`config.mk`:
```
export PLATFORM = sky130hd
export DESIGN_NAME = tmr_timer_block
export DESIGN_NICKNAME = d
export VERILOG_FILES = /design/src/inc/tmr_pkg.sv /design/src/rtl/tmr_down_counter.sv /design/src/rtl/tmr_timer_block.sv
export SDC_FILE = /design/constraint.sdc
export NUM_CORES = 1
export LEC_CHECK = 0
export ABC_AREA = 1
export CAP_MARGIN = 25
export CORE_ASPECT_RATIO = 0.6
export CORE_MARGIN = 2
export CORE_UTILIZATION = 55
export DETAILED_ROUTE_END_ITERATION = 8
export DONT_BUFFER_PORTS = 1
export GPL_TIMING_DRIVEN = 0
export HOLD_SLACK_MARGIN = 0.08
export PLACE_DENSITY = 0.7
export SKIP_CTS_REPAIR_TIMING = 1
export SYNTH_ARGS = -nofsm -noshare
export SYNTH_HDL_FRONTEND = slang
export SYNTH_SLANG_ARGS = --single-unit
```
`constraint.sdc`:
```
create_clock -name mclk -period 11.8 [get_ports mclk]
set_input_delay 0.59 -clock mclk [delete_from_list [all_inputs] [get_ports mclk]]
set_output_delay 0.59 -clock mclk [all_outputs]
set_load 0.05 [all_outputs]
```
`src/inc/tmr_pkg.sv`:
```
/*
  Constants, field positions and carrier types for the timer block:
  two reloading down-counters, the high and low pulse width timers,
  the IR/PWM output, the time base counter and the interrupt flags.
  Assumes one 20 MHz clock, mclk, and register access from the core
  through the I/O control pages and the register file.
*/
package tmr_pkg;

  // Register spaces and addresses
  localparam logic [1:0] SPACE_IOC0  = 2'h0;
  localparam logic [1:0] SPACE_IOC1  = 2'h1;
  localparam logic [1:0] SPACE_RFILE = 2'h2;
  localparam logic [3:0] A_CNT1_PRESET  = 4'hB;
  localparam logic [3:0] A_CNT2_PRESET  = 4'hC;
  localparam logic [3:0] A_HIGH_PRESET  = 4'hD;
  localparam logic [3:0] A_LOW_PRESET   = 4'hE;
  localparam logic [3:0] A_IRQ_MASK     = 4'hF;
  localparam logic [3:0] A_TB_CONTROL   = 4'h7;
  localparam logic [3:0] A_CNT12_CTRL   = 4'h9;
  localparam logic [3:0] A_PULSE_CTRL   = 4'hA;
  localparam logic [3:0] A_TB_COUNTER   = 4'h1;
  localparam logic [3:0] A_COUNTER_RUN  = 4'hC;
  localparam logic [3:0] A_IR_CONTROL   = 4'hE;
  localparam logic [3:0] A_IRQ_STATUS   = 4'hF;

  localparam logic [7:0] RST_BYTE      = 8'h00;
  localparam logic [7:0] PS_MASK_BASE  = 8'hFE;
  localparam logic [7:0] TB_MAX        = 8'hFF;

  // Channel numbers of the four down-counters
  localparam int CH_CNT1 = 0;
  localparam int CH_CNT2 = 1;
  localparam int CH_HIGH = 2;
  localparam int CH_LOW  = 3;
  localparam int NUM_CH  = 4;

  // Status and mask bit positions
  localparam int ST_TB      = 0;
  localparam int ST_EXT0    = 1;
  localparam int ST_EXT1    = 2;
  localparam int ST_CH_BASE = 3;
  localparam int ST_PORT    = 7;

  // Time base control fields
  localparam int TB_INT_EDGE = 7;
  localparam int TB_GIE      = 6;
  localparam int TB_SRC      = 5;
  localparam int TB_EDGE     = 4;
  localparam int TB_PS_ON    = 3;
  localparam int TB_PS_HI    = 2;

  // IR control fields
  localparam int IR_ENABLE   = 7;
  localparam int IR_MOD_EN   = 6;
  localparam int IR_LOW_ONLY = 5;
  localparam int IR_PIN_EN   = 3;
  localparam int IR_EXT0_EN  = 0;
  localparam logic [7:0] IR_WR_MASK = 8'hEF;

  // Per-channel nibble in the clock control registers
  localparam int CK_SRC   = 3;
  localparam int CK_PS_HI = 2;
  localparam int NIB      = 4;

  typedef struct packed {
    logic       we;
    logic       re;
    logic [1:0] space;
    logic [3:0] addr;
    logic [7:0] wdata;
  } tmr_reg_req_t;

  typedef struct packed {
    logic fs;
    logic fm;
    logic instr;
  } tmr_ticks_t;

  typedef struct packed {
    logic irqOff;
    logic irqOn;
    logic irqRet;
    logic irqEntry;
  } tmr_gie_ctl_t;

  typedef enum logic [0:0] {
    PH_HIGH = 1'b0,
    PH_LOW  = 1'b1
  } tmr_phase_t;

endpackage

```
`src/rtl/tmr_down_counter.sv`:
```
/*
  One 8-bit reloading down-counter with a 1:2..1:256 prescaler.
  Assumes srcTick is a one-cycle pulse on mclk from the chosen source.
*/
`timescale 1ns/100ps
module tmr_down_counter (
  input  wire logic       mclk,
  input  wire logic       sys_rst,
  input  wire logic       run,
  input  wire logic       srcTick,
  input  wire logic [2:0] psCode,
  input  wire logic [7:0] preset,
  output logic            underflow,
  output logic [7:0]      count
);
  import tmr_pkg::*;

  logic [7:0] psCnt;
  logic [7:0] psLimit;
  logic       tick;

  assign psLimit = ~(8'(PS_MASK_BASE << psCode));
  assign tick    = run && srcTick && (psCnt == psLimit);

  // Prescaler
  always_ff @(posedge mclk or posedge sys_rst) begin
    if (sys_rst) begin
      psCnt <= RST_BYTE;
    end else if (!run || tick) begin
      psCnt <= RST_BYTE;
    end else if (srcTick) begin
      psCnt <= psCnt + 8'h01;
    end
  end

  // Counter with reload on underflow
  always_ff @(posedge mclk or posedge sys_rst) begin
    if (sys_rst) begin
      count     <= RST_BYTE;
      underflow <= 1'b0;
    end else begin
      underflow <= 1'b0;
      if (!run) begin
        count <= preset;
      end else if (tick) begin
        if (count == RST_BYTE) begin
          count     <= preset;
          underflow <= 1'b1;
        end else begin
          count <= count - 8'h01;
        end
      end
    end
  end

endmodule

```
`src/rtl/tmr_timer_block.sv`:
```
/*
  Timer block top: register port, four down-counters, IR/PWM output,
  time base counter, status flags and the interrupt request.
  Assumes ticks and instruction strobes come from mclk logic; the
  external count pin and the external interrupt 0 pin are asynchronous.
*/
`timescale 1ns/100ps
module tmr_timer_block (
  input  wire logic                  mclk,
  input  wire logic                  sys_rst,
  input  wire tmr_pkg::tmr_reg_req_t regReq,
  input  wire tmr_pkg::tmr_ticks_t   ticks,
  input  wire tmr_pkg::tmr_gie_ctl_t gieCtl,
  input  wire logic                  extCountPin,
  input  wire logic                  extIrq0Pin,
  input  wire logic                  extIrq1Evt,
  input  wire logic                  portChangeEvt,
  output logic [7:0]                 regRdata,
  output logic                       irOutputPin,
  output logic                       irOutputEn,
  output logic                       irqReq
);
  import tmr_pkg::*;

  logic [7:0]  preset [NUM_CH];
  logic [7:0]  cntVal [NUM_CH];
  logic [NUM_CH-1:0] uf;
  logic [NUM_CH-1:0] chRun;
  logic [7:0]  irqEnableMask;
  logic [7:0]  timeBaseControl;
  logic [7:0]  cnt12Ctrl;
  logic [7:0]  pulseCtrl;
  logic [3:0]  counterRun;
  logic [7:0]  irControl;
  logic [7:0]  irqStatus;
  logic [7:0]  timeBaseCounter;
  logic [7:0]  tbPsCnt;
  logic        globalIrqEn;
  logic        carrier;
  tmr_phase_t  phase;
  logic        next_ir_output_pin;
  logic        extSync1;
  logic        extSync2;
  logic        extSync3;
  logic        i0Sync1;
  logic        i0Sync2;
  logic        i0Sync3;
  logic        extEdge;
  logic        ext0Edge;
  logic        tbEvent;
  logic        tbTick;
  logic [7:0]  tbPsLimit;
  logic [7:0]  setEvents;
  logic [7:0]  next_rdata;
  logic        irOn;
  logic        wrIoc0;
  logic        wrIoc1;
  logic        wrRfile;

  assign wrIoc0  = regReq.we && (regReq.space == SPACE_IOC0);
  assign wrIoc1  = regReq.we && (regReq.space == SPACE_IOC1);
  assign wrRfile = regReq.we && (regReq.space == SPACE_RFILE);
  assign irOn    = irControl[IR_ENABLE];

  // Register writes
  always_ff @(posedge mclk or posedge sys_rst) begin
    if (sys_rst) begin
      for (int i = 0; i < NUM_CH; i++) begin
        preset[i] <= RST_BYTE;
      end
      irqEnableMask   <= RST_BYTE;
      timeBaseControl <= RST_BYTE;
      cnt12Ctrl       <= RST_BYTE;
      pulseCtrl       <= RST_BYTE;
      counterRun      <= 4'h0;
      irControl       <= RST_BYTE;
    end else begin
      if (wrIoc0) begin
        case (regReq.addr)
          A_CNT1_PRESET: preset[CH_CNT1] <= regReq.wdata;
          A_CNT2_PRESET: preset[CH_CNT2] <= regReq.wdata;
          A_HIGH_PRESET: preset[CH_HIGH] <= regReq.wdata;
          A_LOW_PRESET:  preset[CH_LOW]  <= regReq.wdata;
          A_IRQ_MASK:    irqEnableMask   <= regReq.wdata;
          default: ;
        endcase
      end
      if (wrIoc1) begin
        case (regReq.addr)
          A_TB_CONTROL: timeBaseControl <= regReq.wdata;
          A_CNT12_CTRL: cnt12Ctrl       <= regReq.wdata;
          A_PULSE_CTRL: pulseCtrl       <= regReq.wdata;
          default: ;
        endcase
      end
      if (wrRfile) begin
        case (regReq.addr)
          A_COUNTER_RUN: counterRun <= regReq.wdata[3:0];
          A_IR_CONTROL:  irControl  <= regReq.wdata & IR_WR_MASK;
          default: ;
        endcase
      end
    end
  end

  // Global interrupt enable, changed only by instructions and interrupt entry
  always_ff @(posedge mclk or posedge sys_rst) begin
    if (sys_rst) begin
      globalIrqEn <= 1'b0;
    end else if (gieCtl.irqOff || gieCtl.irqEntry) begin
      globalIrqEn <= 1'b0;
    end else if (gieCtl.irqOn || gieCtl.irqRet) begin
      globalIrqEn <= 1'b1;
    end
  end

  // Four down-counters
  generate
    for (genvar ch = 0; ch < NUM_CH; ch++) begin : g_ch
      logic [3:0] ckNib;
      logic       srcTick;
      assign ckNib   = (ch < CH_HIGH) ? cnt12Ctrl[(ch % 2) * NIB +: NIB]
                                      : pulseCtrl[(ch % 2) * NIB +: NIB];
      assign srcTick = ckNib[CK_SRC] ? ticks.fm : ticks.fs;
      tmr_down_counter u_cnt (
        .mclk      (mclk),
        .sys_rst   (sys_rst),
        .run       (chRun[ch]),
        .srcTick   (srcTick),
        .psCode    (ckNib[CK_PS_HI:0]),
        .preset    (preset[ch]),
        .underflow (uf[ch]),
        .count     (cntVal[ch])
      );
    end
  endgenerate

  // Pulse timers run only in their own phase while the output is on
  always_comb begin
    chRun[CH_CNT1] = counterRun[CH_CNT1];
    chRun[CH_CNT2] = counterRun[CH_CNT2];
    chRun[CH_HIGH] = counterRun[CH_HIGH] && (!irOn || (phase == PH_HIGH));
    chRun[CH_LOW]  = counterRun[CH_LOW] && (!irOn || (phase == PH_LOW));
  end

  // Output phase sequencing
  always_ff @(posedge mclk or posedge sys_rst) begin
    if (sys_rst) begin
      phase <= PH_HIGH;
    end else if (!irOn) begin
      phase <= irControl[IR_LOW_ONLY] ? PH_LOW : PH_HIGH;
    end else begin
      case (phase)
        PH_HIGH: begin
          if (irControl[IR_LOW_ONLY]) begin
            phase <= PH_LOW;
          end else if (uf[CH_HIGH]) begin
            phase <= PH_LOW;
          end
        end
        PH_LOW: begin
          if (uf[CH_LOW] && !irControl[IR_LOW_ONLY]) begin
            phase <= PH_HIGH;
          end
        end
        default: phase <= PH_HIGH;
      endcase
    end
  end

  // Carrier toggles on each counter 2 underflow
  always_ff @(posedge mclk or posedge sys_rst) begin
    if (sys_rst) begin
      carrier <= 1'b0;
    end else if (!counterRun[CH_CNT2]) begin
      carrier <= 1'b0;
    end else if (uf[CH_CNT2]) begin
      carrier <= ~carrier;
    end
  end

  // Output pin
  always_comb begin
    if (!irOn) begin
      next_ir_output_pin = 1'b0;
    end else if (phase == PH_HIGH) begin
      next_ir_output_pin = 1'b1;
    end else if (irControl[IR_MOD_EN]) begin
      next_ir_output_pin = carrier;
    end else begin
      next_ir_output_pin = 1'b0;
    end
  end

  always_ff @(posedge mclk or posedge sys_rst) begin
    if (sys_rst) begin
      irOutputPin <= 1'b0;
      irOutputEn  <= 1'b0;
    end else begin
      irOutputPin <= next_ir_output_pin;
      irOutputEn  <= irOn && irControl[IR_PIN_EN];
    end
  end

  // Pin synchronisers and edge detection
  always_ff @(posedge mclk or posedge sys_rst) begin
    if (sys_rst) begin
      extSync1 <= 1'b0;
      extSync2 <= 1'b0;
      extSync3 <= 1'b0;
      i0Sync1  <= 1'b0;
      i0Sync2  <= 1'b0;
      i0Sync3  <= 1'b0;
    end else begin
      extSync1 <= extCountPin;
      extSync2 <= extSync1;
      extSync3 <= extSync2;
      i0Sync1  <= extIrq0Pin;
      i0Sync2  <= i0Sync1;
      i0Sync3  <= i0Sync2;
    end
  end

  assign extEdge  = timeBaseControl[TB_EDGE] ? (extSync3 && !extSync2)
                                             : (!extSync3 && extSync2);
  assign ext0Edge = timeBaseControl[TB_INT_EDGE] ? (i0Sync3 && !i0Sync2)
                                                 : (!i0Sync3 && i0Sync2);

  // Time base counter with prescaler
  assign tbEvent   = timeBaseControl[TB_SRC] ? extEdge : ticks.instr;
  assign tbPsLimit = ~(8'(PS_MASK_BASE << timeBaseControl[TB_PS_HI:0]));
  assign tbTick    = tbEvent && (!timeBaseControl[TB_PS_ON]
                                 || (tbPsCnt == tbPsLimit));

  always_ff @(posedge mclk or posedge sys_rst) begin
    if (sys_rst) begin
      tbPsCnt         <= RST_BYTE;
      timeBaseCounter <= RST_BYTE;
    end else if (wrRfile && (regReq.addr == A_TB_COUNTER)) begin
      tbPsCnt         <= RST_BYTE;
      timeBaseCounter <= regReq.wdata;
    end else begin
      if (tbTick || !timeBaseControl[TB_PS_ON]) begin
        tbPsCnt <= RST_BYTE;
      end else if (tbEvent) begin
        tbPsCnt <= tbPsCnt + 8'h01;
      end
      if (tbTick) begin
        timeBaseCounter <= timeBaseCounter + 8'h01;
      end
    end
  end

  // Status flags; an event in the clearing cycle wins
  always_comb begin
    setEvents                        = RST_BYTE;
    setEvents[ST_TB]                 = tbTick && (timeBaseCounter == TB_MAX);
    setEvents[ST_EXT0]               = ext0Edge && irControl[IR_EXT0_EN];
    setEvents[ST_EXT1]               = extIrq1Evt;
    setEvents[ST_CH_BASE +: NUM_CH]  = uf;
    setEvents[ST_PORT]               = portChangeEvt;
  end

  always_ff @(posedge mclk or posedge sys_rst) begin
    if (sys_rst) begin
      irqStatus <= RST_BYTE;
    end else if (wrRfile && (regReq.addr == A_IRQ_STATUS)) begin
      irqStatus <= (irqStatus & regReq.wdata) | setEvents;
    end else begin
      irqStatus <= irqStatus | setEvents;
    end
  end

  always_ff @(posedge mclk or posedge sys_rst) begin
    if (sys_rst) begin
      irqReq <= 1'b0;
    end else begin
      irqReq <= |(irqStatus & irqEnableMask);
    end
  end

  // Read data
  always_comb begin
    next_rdata = RST_BYTE;
    case (regReq.space)
      SPACE_IOC0: begin
        case (regReq.addr)
          A_CNT1_PRESET: next_rdata = preset[CH_CNT1];
          A_CNT2_PRESET: next_rdata = preset[CH_CNT2];
          A_HIGH_PRESET: next_rdata = preset[CH_HIGH];
          A_LOW_PRESET:  next_rdata = preset[CH_LOW];
          A_IRQ_MASK:    next_rdata = irqEnableMask;
          default:       next_rdata = RST_BYTE;
        endcase
      end
      SPACE_IOC1: begin
        case (regReq.addr)
          A_TB_CONTROL: begin
            next_rdata         = timeBaseControl;
            next_rdata[TB_GIE] = globalIrqEn;
          end
          A_CNT12_CTRL: next_rdata = cnt12Ctrl;
          A_PULSE_CTRL: next_rdata = pulseCtrl;
          default:      next_rdata = RST_BYTE;
        endcase
      end
      SPACE_RFILE: begin
        case (regReq.addr)
          A_TB_COUNTER:  next_rdata = timeBaseCounter;
          A_COUNTER_RUN: next_rdata = {4'h0, counterRun};
          A_IR_CONTROL:  next_rdata = irControl;
          A_IRQ_STATUS:  next_rdata = irqStatus;
          default:       next_rdata = RST_BYTE;
        endcase
      end
      default: next_rdata = RST_BYTE;
    endcase
  end

  always_ff @(posedge mclk or posedge sys_rst) begin
    if (sys_rst) begin
      regRdata <= RST_BYTE;
    end else if (regReq.re) begin
      regRdata <= next_rdata;
    end
  end
endmodule

```
After elaboration in Yosys (flattened, before gate mapping) --
Cells that the tools add are included.
Operators by class: reduce and logical (&&, ||, !) cells 68, equal/unequal tests 22, mux-type cells 62, bitwise logic cells 11, shifts and indexed selects 5, $add $sub $neg 10
Operators by type and width (number):
- 8-bit 2-to-1 mux | 26
- 8-bit by 1-bit adder with 8-bit output (second input constant) | 6
- 8-bit case mux with 3 select lines | 2
- 8-bit equality test | 5
- 8-bit inverter | 5
- 8-bit case mux with 5 select lines | 1
- 8-bit by 3-bit << shifter with 8-bit output (first input constant) | 5
- 8-bit zero test | 4
- 8-bit case mux with 4 select lines | 1
- 8-bit by 1-bit subtractor with 8-bit output (second input constant) | 4
- 1-bit 2-to-1 mux | 31
- 4-bit equality test (second input constant) | 7
- 1-bit logical AND | 24
- 2-bit AND reduction | 10
- 8-bit AND | 2
- 8-bit OR | 2
- 2-bit nonzero test | 6
- 1-bit zero test | 11
- 1-bit logical OR | 10
- 8-bit equality test (second input constant) | 1
- 8-bit OR reduction | 1
- 2-bit by 1-bit != test with 1-bit output (second input constant) | 3
- 4-bit by 1-bit equality test with 1-bit output (second input constant) | 1
- 4-bit by 3-bit equality test with 1-bit output (second input constant) | 1
- other kinds (7) | 9
Storage, ports and cells: register bits 187, output and inout bits 11, logic and storage cells 216

Depth between registers and ports, before layout --
Gate-level depths: netlist (run 1).
word-level depth 8, depth in mapped cells 13

Cells and area by module --
Synthesis (run 1) repeated with hierarchy kept, for this count alone.
Unflattened totals: cell total of the unflattened synthesis 1449, area, all modules 10446.3 um^2
By module, submodules not included:
- tmr_timer_block | sequential area each 2952.8 um^2, area an instance 5721.7 um^2, times used 1, cells each 745
- tmr_down_counter | sequential area each 425.4 um^2, area an instance 1181.1 um^2, times used 4, cells each 176

Least setup slack after synthesis (run 1) --
Ideal clock, no wire load.
kind input port to flip-flop, from in regReq[10] (netlist bit), to reg cnt12Ctrl[0], required time 11.670 ns, setup slack 10.145 ns, setup time 0.130 ns, arrival 1.525 ns, stages 7, path through inv_1 nand2_1 nor2_2 nand2_1 clkbuf_1 nand2_1 o21ai_1
On the way: cells in the longest elaborated chain, start to end 2
RTL lines:
- start, declared | RTL line tmr_timer_block.sv:11 | input wire tmr_pkg::tmr_reg_req_t regReq,
- 4-bit equality test | RTL line tmr_timer_block.sv:89 | case (regReq.addr)
- 2-bit AND reduction (no line)
- end signal, assigned | RTL line tmr_timer_block.sv:91 | A_CNT12_CTRL: cnt12Ctrl <= regReq.wdata;
- end, declared | RTL line tmr_timer_block.sv:31 | logic [7:0] cnt12Ctrl;
Every way passes these cells. A chain may end at the register's enable or synchronous reset.

Worst setup path in the final report (run 1) --
from reg irControl[7], to reg g_ch[3].u_cnt.count[4]
On the way: cells in the longest elaborated chain, start to end 6, elaborated cells on any way between the ends 7, those cells by class eq/ne (1); mux (1); reduce/logical (5)
RTL lines:
- start, declared | RTL line tmr_timer_block.sv:34 | logic [7:0] irControl;
- start signal, assigned | RTL line tmr_timer_block.sv:99 | A_IR_CONTROL: irControl <= regReq.wdata & IR_WR_MASK;
- 1-bit zero test (*)
- 1-bit logical OR (*) | RTL line tmr_timer_block.sv:143 | chRun[CH_LOW] = counterRun[CH_LOW] && (!irOn || (phase == PH_LOW));
- 1-bit logical AND (*) | RTL line tmr_timer_block.sv:143
- 1-bit logical AND (2 in a row) | RTL line tmr_down_counter.sv:23 | assign tick = run && srcTick && (psCnt == psLimit);
- 2-bit != test (no line)
- end signal, assigned | RTL line tmr_down_counter.sv:44 | count <= preset;
- end signal, assigned | RTL line tmr_down_counter.sv:47 | count <= preset;
- end signal, assigned | RTL line tmr_down_counter.sv:50 | count <= count - 8'h01;
- end, declared | RTL line tmr_down_counter.sv:14 | output logic [7:0] count
Every way passes the cells marked *; elsewhere a longest branch is shown, timed or not.

==> impl_summary.md, run 1 <==
Finish
The final layout contains between 1000 and 1500 nets. The layout filler cell count is about 1700. The number of antenna repair diodes is 0. The area of the multi-input gates is ~4900 µm². The area used by sequential logic in the layout is 4654 µm². The post-route netlist has about 8.0% of its cells at a drive strength greater than 1. Excluding fillers, the count of instances in the completed layout stands at roughly 1600.

The synthesis-to-finish area growth is 8.735%.

Timing
The final count of hold timing violations is 0. Once routing completed, OpenROAD measured the worst setup slack at roughly 9.9 ns. The timing-limited maximum frequency is 0.5372 GHz.

The setup skew after layout is approximately 0.0086 ns. The max-slew violation total from the final report came to 0. The transition time at the pin with the least slew margin is approximately 0.75 ns. The worst path uses ~16% of the clock period. Subtracting the final worst setup slack from the clock period gives ~1.9 ns. The post-route setup TNS is 0 ns. Headroom to the max-slew limit came out at about half.

The setup violation total in the final timing report is 0. Setup repair after global routing left no endpoint under its margin.

GRT
The largest net degree at the start of global routing is about 120. After global routing the overflow that remains totals 0. For this run, global-route usage on met3 was measured as slightly above 6%. met1 is the most crowded layer. The via count of the first global-routing pass came to 8164. The first global-routing pass estimated roughly 44000 µm of wire.

The initial antenna violation count was 0. For this run, global-route usage on met1 was measured as a little under half. Global routing used between 30% and 40% of the available met2 tracks. The total routing usage reported by global routing is about 29%.

Synth
In this run, synthesis produced a sequential element count of 186. The average size of a mapped cell is 7.527 µm². The predominant post-synthesis flop cell is sky130_fd_sc_hd__dfrtp_1. The number of nets in the synthesized netlist is between 1000 and 1500. The number of distinct library cells after synthesis is 50. The synthesized area is 10330 µm².

Of all flip-flops after synthesis, the portion carrying an async set or reset was 100.0%. The sequential share of the synthesized area is 45.07%. The count of flip-flops with a built-in enable after synthesis is 0.

The cell count after synthesis is around 1400. For this run, the number of Yosys warnings is 0.

Route
For this block, the via count after detailed routing is roughly 9100. The average wire length per cell after detail routing is approximately 17 µm. After detailed routing, the number of remaining DRC violations is 0. Summed over all layers, the routed wires come to 27390 µm. The final antenna-violating net count is 0. The starting DRC count in detailed routing is 974. After detailed routing, the number of vias per cell comes to around 5.5. The iteration count of the initial detailed-routing pass is 7.

Floorplanning
The area enclosed by the die boundary is approximately 20000 µm². The area of the core region is roughly 18000 µm². The initial core utilization is between 50% and 60%. The vertical extent of the die is 110.1 µm. The die is around 180 µm wide. The number of placed I/O pins is 40. After floorplanning, the core was divided into 38 placement rows.

Critical path
The required time of the critical path is ~12 ns. The critical path launch point type is a flop. The maximum fanout along the worst path is 10. The critical path start-end classification is reg2reg. The path depth of the worst reg2reg path is 8. Data on the critical path arrives at its endpoint at ~2.2 ns. The worst setup path is captured at a flop.

Flow run
The number of max-capacitance violations reported is 0.

Place
The detailed placement HPWL is 20110 µm. Including well taps, the total number of placed cells is between 1500 and 2000. The pre-CTS setup slack is slightly below 10 ns.

Routability-driven placement finished with a final weighted congestion of slightly below 1. The count of buffers from port buffering is 0.

Power and ir drop
The leakage power total is between 5 and 6 nW. Power spread over the standard cell area amounts to about 170 nW/µm². The maximum VDD drop is approximately 0.11 mV.

Status
The flow ran to the end, and the final reports show no timing, DRC or antenna violations.

Clock tree
The root buffer cell is sky130_fd_sc_hd__clkbuf_16. The clock passes through at most 2 buffers. TritonCTS built the clock tree. In this run the number of H-tree levels came out at 4.

The clock insertion delay at the later pin of the skew report is between 0.4 and 0.5 ns. Clock-pin slew was measured on the worst setup and hold paths at approximately 0.070 ns. The number of clock sinks is around 190. The number of buffers inserted during clock tree synthesis is 17.

Worst hold path
The worst min-delay path category is in2reg. The count of cells along the worst hold path is 0.
## area by class of cell
| class | instances | area share (%) |
|---|---|---|
| tap | 240 | 2.674 |
| clock buffer | 17 | 3.788 |
| buffer | 38 | 2.017 |
| multi-input combinational | 1008 | 43.82 |
| inverter | 140 | 4.747 |
| sequential | 186 | 41.45 |
| clock inverter | 15 | 1.170 |
| timing repair buffer | 2 | 0.3343 |
## layout by cell type, fill, tap and decap left out, types with 7 or more instances in the layout
cell type / count
sky130_fd_sc_hd__nand2_2: 7
sky130_fd_sc_hd__buf_2: 17
sky130_fd_sc_hd__clkbuf_1: 10
sky130_fd_sc_hd__nand4_1: 14
sky130_fd_sc_hd__clkbuf_16: 17
sky130_fd_sc_hd__inv_6: 7
sky130_fd_sc_hd__a21oi_1: 17
sky130_fd_sc_hd__nor2_2: 8
sky130_fd_sc_hd__xnor2_1: 11
sky130_fd_sc_hd__inv_2: 8
sky130_fd_sc_hd__o211ai_1: 8
sky130_fd_sc_hd__nand3_1: 108
sky130_fd_sc_hd__nor3_1: 29
sky130_fd_sc_hd__xor2_1: 45
sky130_fd_sc_hd__nor2_1: 107
sky130_fd_sc_hd__ha_1: 14
sky130_fd_sc_hd__o21ai_1: 14
sky130_fd_sc_hd__or2_2: 8
sky130_fd_sc_hd__o21ai_0: 139
sky130_fd_sc_hd__nand2_1: 438
sky130_fd_sc_hd__inv_1: 130
sky130_fd_sc_hd__dfrtp_1: 186
## per-stage QoR
step                hold WS [ns]  cell area, µm²  utilization, %  power [mW]
finish                    0.1633           11230           61.67       1.867
global route              0.1404           11230           61.67       1.987
CTS                      0.05519           11220           61.61       1.867
detailed placement        0.3379           10660           58.55       1.311
global placement          0.3314           10630           58.36       1.298
floorplan                 0.3312           10330               -       1.190
## synth_stat cells (2+ instances only)
cell                       count  share of area [%]
sky130_fd_sc_hd__nand2_1     438                 16
sky130_fd_sc_hd__dfrtp_1     186                 45
sky130_fd_sc_hd__o21ai_0     139                6.7
sky130_fd_sc_hd__inv_1       131                4.8
sky130_fd_sc_hd__nand3_1     108                5.2
sky130_fd_sc_hd__nor2_1      107                3.9
sky130_fd_sc_hd__xor2_1       45                3.8
sky130_fd_sc_hd__nor3_1       29                1.4
sky130_fd_sc_hd__a21oi_1      17               0.82
sky130_fd_sc_hd__buf_2        17               0.82
sky130_fd_sc_hd__ha_1         14                1.7
sky130_fd_sc_hd__nand4_1      14               0.85
sky130_fd_sc_hd__o21ai_1      14               0.68
sky130_fd_sc_hd__xnor2_1      11               0.93
sky130_fd_sc_hd__clkbuf_1     10               0.36
sky130_fd_sc_hd__inv_2         8               0.29
sky130_fd_sc_hd__nor2_2        8               0.48
sky130_fd_sc_hd__o211ai_1      8               0.58
sky130_fd_sc_hd__or2_2         8               0.48
sky130_fd_sc_hd__nand2_2       7               0.42
sky130_fd_sc_hd__buf_4         4               0.29
sky130_fd_sc_hd__buf_6         4               0.44
sky130_fd_sc_hd__nand2_4       4               0.44
sky130_fd_sc_hd__a21oi_2       3               0.25
sky130_fd_sc_hd__nand3b_1      3               0.22
sky130_fd_sc_hd__or2_0         3               0.18
sky130_fd_sc_hd__a21boi_0      2               0.15
sky130_fd_sc_hd__a221oi_1      2               0.17
sky130_fd_sc_hd__a31oi_1       2               0.12
sky130_fd_sc_hd__nand3_2       2               0.19
sky130_fd_sc_hd__nor2_4        2               0.22
sky130_fd_sc_hd__nor3_2        2               0.19
sky130_fd_sc_hd__nor4_1        2               0.12
sky130_fd_sc_hd__o21ai_2       2               0.17
## sequential cells by signal (all words and copies together), names as in the netlist, 4 cells and up
name and count:
irqStatus 8, g_ch.u_cnt.count 32, pulseCtrl 8, irControl 7, tbPsCnt 8, counterRun 4, preset 32, regRdata 8
g_ch.u_cnt.underflow 4, timeBaseControl 7, irqEnableMask 8, timeBaseCounter 8, g_ch.u_cnt.psCnt 32, cnt12Ctrl 8
## metal layers
layer	share of wire [%]	vias to the layer above
met5	0	-
met4	1.6	0
met3	8.1	36
met2	40	333
met1	51	4294
li1	-	4441
## where the power goes
group	switching (mW)	total (mW)	internal (mW)
clock	0.278	0.557	0.278
sequential	0.109	0.837	0.728
combinational	0.295	0.474	0.178
total	0.682	1.87	1.18
## cell families (layout without fill, tap and decap cells)
| logic type | count (synthesis) | in the layout | synth area share, % |
|---|---|---|---|
| AND/OR/NAND/NOR | 741 | 741 | 30.83 |
| buffers and inverters | 178 | 212 | 7.281 |
| AO/OA/AOI/OAI | 197 | 197 | 10.37 |
| flip-flops | 186 | 186 | 45.07 |
| XOR/XNOR | 56 | 56 | 4.749 |
| adder cells (fa/ha/maj) | 14 | 14 | 1.696 |
## final timing paths
kind / start / end / slack [ns]
setup / recovery: irControl[7] / g_ch[3].u_cnt.count[4] / 9.94
hold / removal: extCountPin / extSync1 / 0.16
setup reg to reg: irControl[7] / g_ch[3].u_cnt.count[4] / 9.94
hold reg to reg: i0Sync1 / i0Sync2 / 0.35
max in group asynchronous: sys_rst / g_ch[2].u_cnt.psCnt[2] / 10.16
min in group asynchronous: sys_rst / g_ch[1].u_cnt.psCnt[5] / 0.69
## critical path: stages, from the launching register on
cell and delay, ns:
sky130_fd_sc_hd__dfrtp_1 0.48, sky130_fd_sc_hd__a21boi_1 0.40, sky130_fd_sc_hd__inv_1 0.13, sky130_fd_sc_hd__nor2_4 0.24
sky130_fd_sc_hd__inv_1 0.16, sky130_fd_sc_hd__o21ai_0 0.19, sky130_fd_sc_hd__inv_1 0.05, sky130_fd_sc_hd__nand2_1 0.06
sky130_fd_sc_hd__nand2_1 0.04
No activity file was read; power rests on OpenSTA's default activity.
==> run 2: changes to the inputs <==
--- a/config.mk
+++ b/config.mk
@@ -14,7 +14,7 @@
 export DONT_BUFFER_PORTS = 1
 export GPL_TIMING_DRIVEN = 0
 export HOLD_SLACK_MARGIN = 0.08
-export PLACE_DENSITY = 0.7
+export PLACE_DENSITY = 0.73
 export SKIP_CTS_REPAIR_TIMING = 1
 export SYNTH_ARGS = -nofsm -noshare
 export SYNTH_HDL_FRONTEND = slang
==> constraint.sdc (replaced) <==
create_clock -name mclk -period 1.5 [get_ports mclk]
set_input_delay 0.075 -clock mclk [delete_from_list [all_inputs] [get_ports mclk]]
set_output_delay 0.075 -clock mclk [all_outputs]
set_load 0.05 [all_outputs]
==> run 2 against run 1 <==
  * The run now ends with negative setup slack left
  * Critical path type unchanged
  * Clock power increased to 8.2 times the previous value
  * Total power increased to 8.5 times the previous value
  * Combinational power increased to 9.6 times the previous value
  * Count of clock-buffer cells in the layout unchanged
  * Non-clock buffer count increased by 69
  * Maximum frequency increased by 11%
  * Sequential share of layout area decreased by 4.0 points
  * Routed wire length increased by 9.1%
  * Cell area increased by 11%
  * Sequential power increased to 8.0 times the previous value
==> impl_summary.md, run 2 (synthesis gave the netlist of run 1 again) <==
Status
The flow ran to the end, but the final reports show violations. The final reports fail on negative setup slack.

Power and ir drop
The proportion of power drawn by the clock network is 28.8%. VDD sags by at most about 0.95 mV. The ratio of total power to cell area is approximately 1300 nW/µm². The sequential share of power is between 40% and 50%. The combinational fraction of design power is about 29%. The internal power of the cells totals about 10 mW. The design draws around 16 mW. The fraction of power spent switching nets is a little under two fifths. The leakage power total is between 5 and 6 nW. The switching component of the power is roughly 5.8 mW.

Route
The starting DRC count in detailed routing is between 1000 and 1500. Wires add up to approximately 30000 µm. After detailed routing, the number of remaining DRC violations is 0. The iteration count of the initial detailed-routing pass is 6. The total via count after detailed routing is 9629. Dividing the detail-routed via count by the number of cells gives around 5.6. The average wire length per cell after detail routing is between 15 and 20 µm.

The detail route stage leaves a number of antenna-violating nets equal to 0.

Place
Routability-driven placement finished with a final weighted congestion of roughly 1.0. The count of buffers from port buffering is 0. Counting tap cells, the placed design contains a total of between 1500 and 2000 instances. The placed instances occupy a cell area of approximately 11000 µm². The detailed placement HPWL is roughly 21000 µm.

Floorplanning
The vertical extent of the die is 110.1 µm. Measured along the x axis, the die boundary spans roughly 180 µm. The initial core utilization is roughly 57%. The core region is approximately 18000 µm². Pin placement for this block handled 40 I/O pins. The cell row count is 38.

The area enclosed by the die boundary is between 15000 and 20000 µm².

Timing
Setup repair after global routing could not meet its margin everywhere. The transition time at the pin with the least slew margin is ~0.73 ns. The post-layout worst setup margin is -0.1717 ns.

The post-route worst hold slack is between 0.05 and 0.06 ns. The final period utilization is 111.4%. For the final database, setup skew stands at roughly 0.0087 ns. The final count of hold timing violations is 0. The max-slew violation total from the final report is 0. Derived from the worst setup path, the maximum achievable clock frequency is 0.5982 GHz. Setup violations remaining at the end of the flow were counted as roughly 80. Measured against its own limit, the worst slew margin works out to about half. The routed design could run at a clock period as short as approximately 1.7 ns.

Finish
The share of cells above drive strength 1 is a little under a fifth. The area used by sequential logic in the layout is around 4700 µm². The library cell used most frequently in the layout, excluding fill and tap cells, is sky130_fd_sc_hd__nand2_1. After routing the design area is around 12000 µm². The count of cells in the finished layout, fillers not included, comes to 1715.

The area of the multi-input gates is 5358 µm². The layout has 1453 filler cells. In the layout the commonest cells are sky130_fd_sc_hd__nand2_1 (420), sky130_fd_sc_hd__dfrtp_1 (171), sky130_fd_sc_hd__o21ai_0 (129). After the last flow step, the layout net total stands at around 1500. For this run, the share of the core covered by cells in the final layout is 68.48%. The synthesis-to-finish area growth is 20.74%. The largest registers in the layout are g_ch.u_cnt.count: 32 flops, g_ch.u_cnt.psCnt: 32 flops, preset: 32 flops. The number of antenna repair diodes is 0.

Critical path
The critical path launch point type is a flop. The signal on the critical path passes through buf_6 > buf_4 > o21ai_4 > o22ai_2 > nor2_2 > nand3_4 > nand2_8 > buf_12 > a21oi_1. The critical path starts at cnt12Ctrl[6].

Data on the critical path arrives at its endpoint at roughly 2 ns. The maximum fanout along the worst path is 10. The endpoint kind of the worst setup timing path is a flop. The cell with the largest stage delay on the worst path is sky130_fd_sc_hd__dfrtp_1. The worst setup path is of the reg2reg kind.

The required time of the critical path is 1.83 ns. The largest stage delay on the critical path is 0.40 ns. In this run the critical register-to-register path is launched from cnt12Ctrl[6].

Clock tree
The clock drives roughly 190 sinks. For the worst-skew pair, the clock arrives at the later sink with an insertion delay of 0.46 ns. The number of buffers inserted during clock tree synthesis is 17. TritonCTS built the clock tree.

After clock tree synthesis, the clock-pin slew on the worst setup and hold paths is approximately 0.070 ns. The root buffer cell is sky130_fd_sc_hd__clkbuf_16. The number of levels in the clock H-tree is 4. The worst-case clock buffer depth is 2.

GRT
Global routing used roughly 29% of the available tracks across all layers. Summed over all layers, the global routing overflow is 0. The via count of the first global-routing pass came to about 8000. The initial antenna violation count is 0. Entering global routing, the biggest net connects 43 pins. The first global-routing pass estimated 44500 µm of wire.

Flow run
Max-cap violations in this run came to 0.

Worst hold path
In this run the worst hold path is classified as in2reg. The startpoint identified for the worst hold timing path is regReq[6].
-- run 2: changes by cell type in the layout (fill, tap and decap cells not counted), moves of 14 or more --
| cell | change |
|---|---|
| sky130_fd_sc_hd__nor2_1 | -24 |
| sky130_fd_sc_hd__dfrtp_2 | +15 |
| sky130_fd_sc_hd__nor2_2 | +16 |
| sky130_fd_sc_hd__dfrtp_1 | -15 |
| sky130_fd_sc_hd__nand2_2 | +14 |
| sky130_fd_sc_hd__buf_6 | +18 |
| sky130_fd_sc_hd__nand3_2 | +17 |
| sky130_fd_sc_hd__nand3_1 | -18 |
| sky130_fd_sc_hd__buf_4 | +28 |
| sky130_fd_sc_hd__nand2_1 | -18 |
| sky130_fd_sc_hd__dlygate4sd3_1 | +22 |
-- run 2: final timing paths --
kind | endpoint | slack [ns] | cells after the start
max | g_ch[1].u_cnt.psCnt[2] | -0.17 | 9
min | cnt12Ctrl[6] | 0.05 | 2
max reg2reg | g_ch[1].u_cnt.psCnt[2] | -0.17 | 9
min reg2reg | i0Sync2 | 0.36 | 0
max in group asynchronous | regRdata[3] | 0.30 | 5
min in group asynchronous | g_ch[1].u_cnt.psCnt[1] | 0.17 | 2
-- run 2: layout make-up --
| class | instances | share of cell area [%] |
|---|---|---|
| inverters | 140 | 4.244 |
| clock buffers | 17 | 3.412 |
| multi-input cells | 1008 | 42.97 |
| clock inverters | 15 | 1.224 |
| repair buffers | 73 | 6.020 |
| well taps | 240 | 2.408 |
| plain buffers | 36 | 2.248 |
| flip-flops and latches | 186 | 37.48 |
-- run 2: critical path, delay by kind of cell (launching register included) --
| family | cells | cell delay (ns) |
|---|---|---|
| flops | 1 | 0.40 |
| buf+inv | 3 | 0.43 |
| compound gates | 3 | 0.19 |
| simple gates | 3 | 0.48 |
-- run 2: per-layer routing --
metal	GRT usage (%)	vias to the layer above	part of all wire, %
li1	-	4582	-
met1	44.97	4565	47
met3	8.936	41	10
met2	38.65	439	41
met4	8.641	2	1.5
met5	0	-	0.33
-- run 2: power by group through the flow --
stage | sequential, mW | combinational (mW) | clock (mW)
floorplan | 6.41 | 2.96 | 0
global placement | 6.63 | 3.55 | 0
detailed placement | 6.63 | 3.70 | 0
CTS | 6.55 | 3.72 | 4.57
global route | 6.77 | 5.10 | 4.78
finish | 6.68 | 4.56 | 4.56
-- run 2: per-stage QoR --
stage / setup WS, ns / TNS (ns)
after floorplan: -0.9675 / -179.96
after global placement: -2.039 / -393.08
after detailed placement: -0.5087 / -20.57
after CTS: -0.5302 / -22.52
after global routing: -0.2654 / -17.44
final: -0.1717 / -10.39
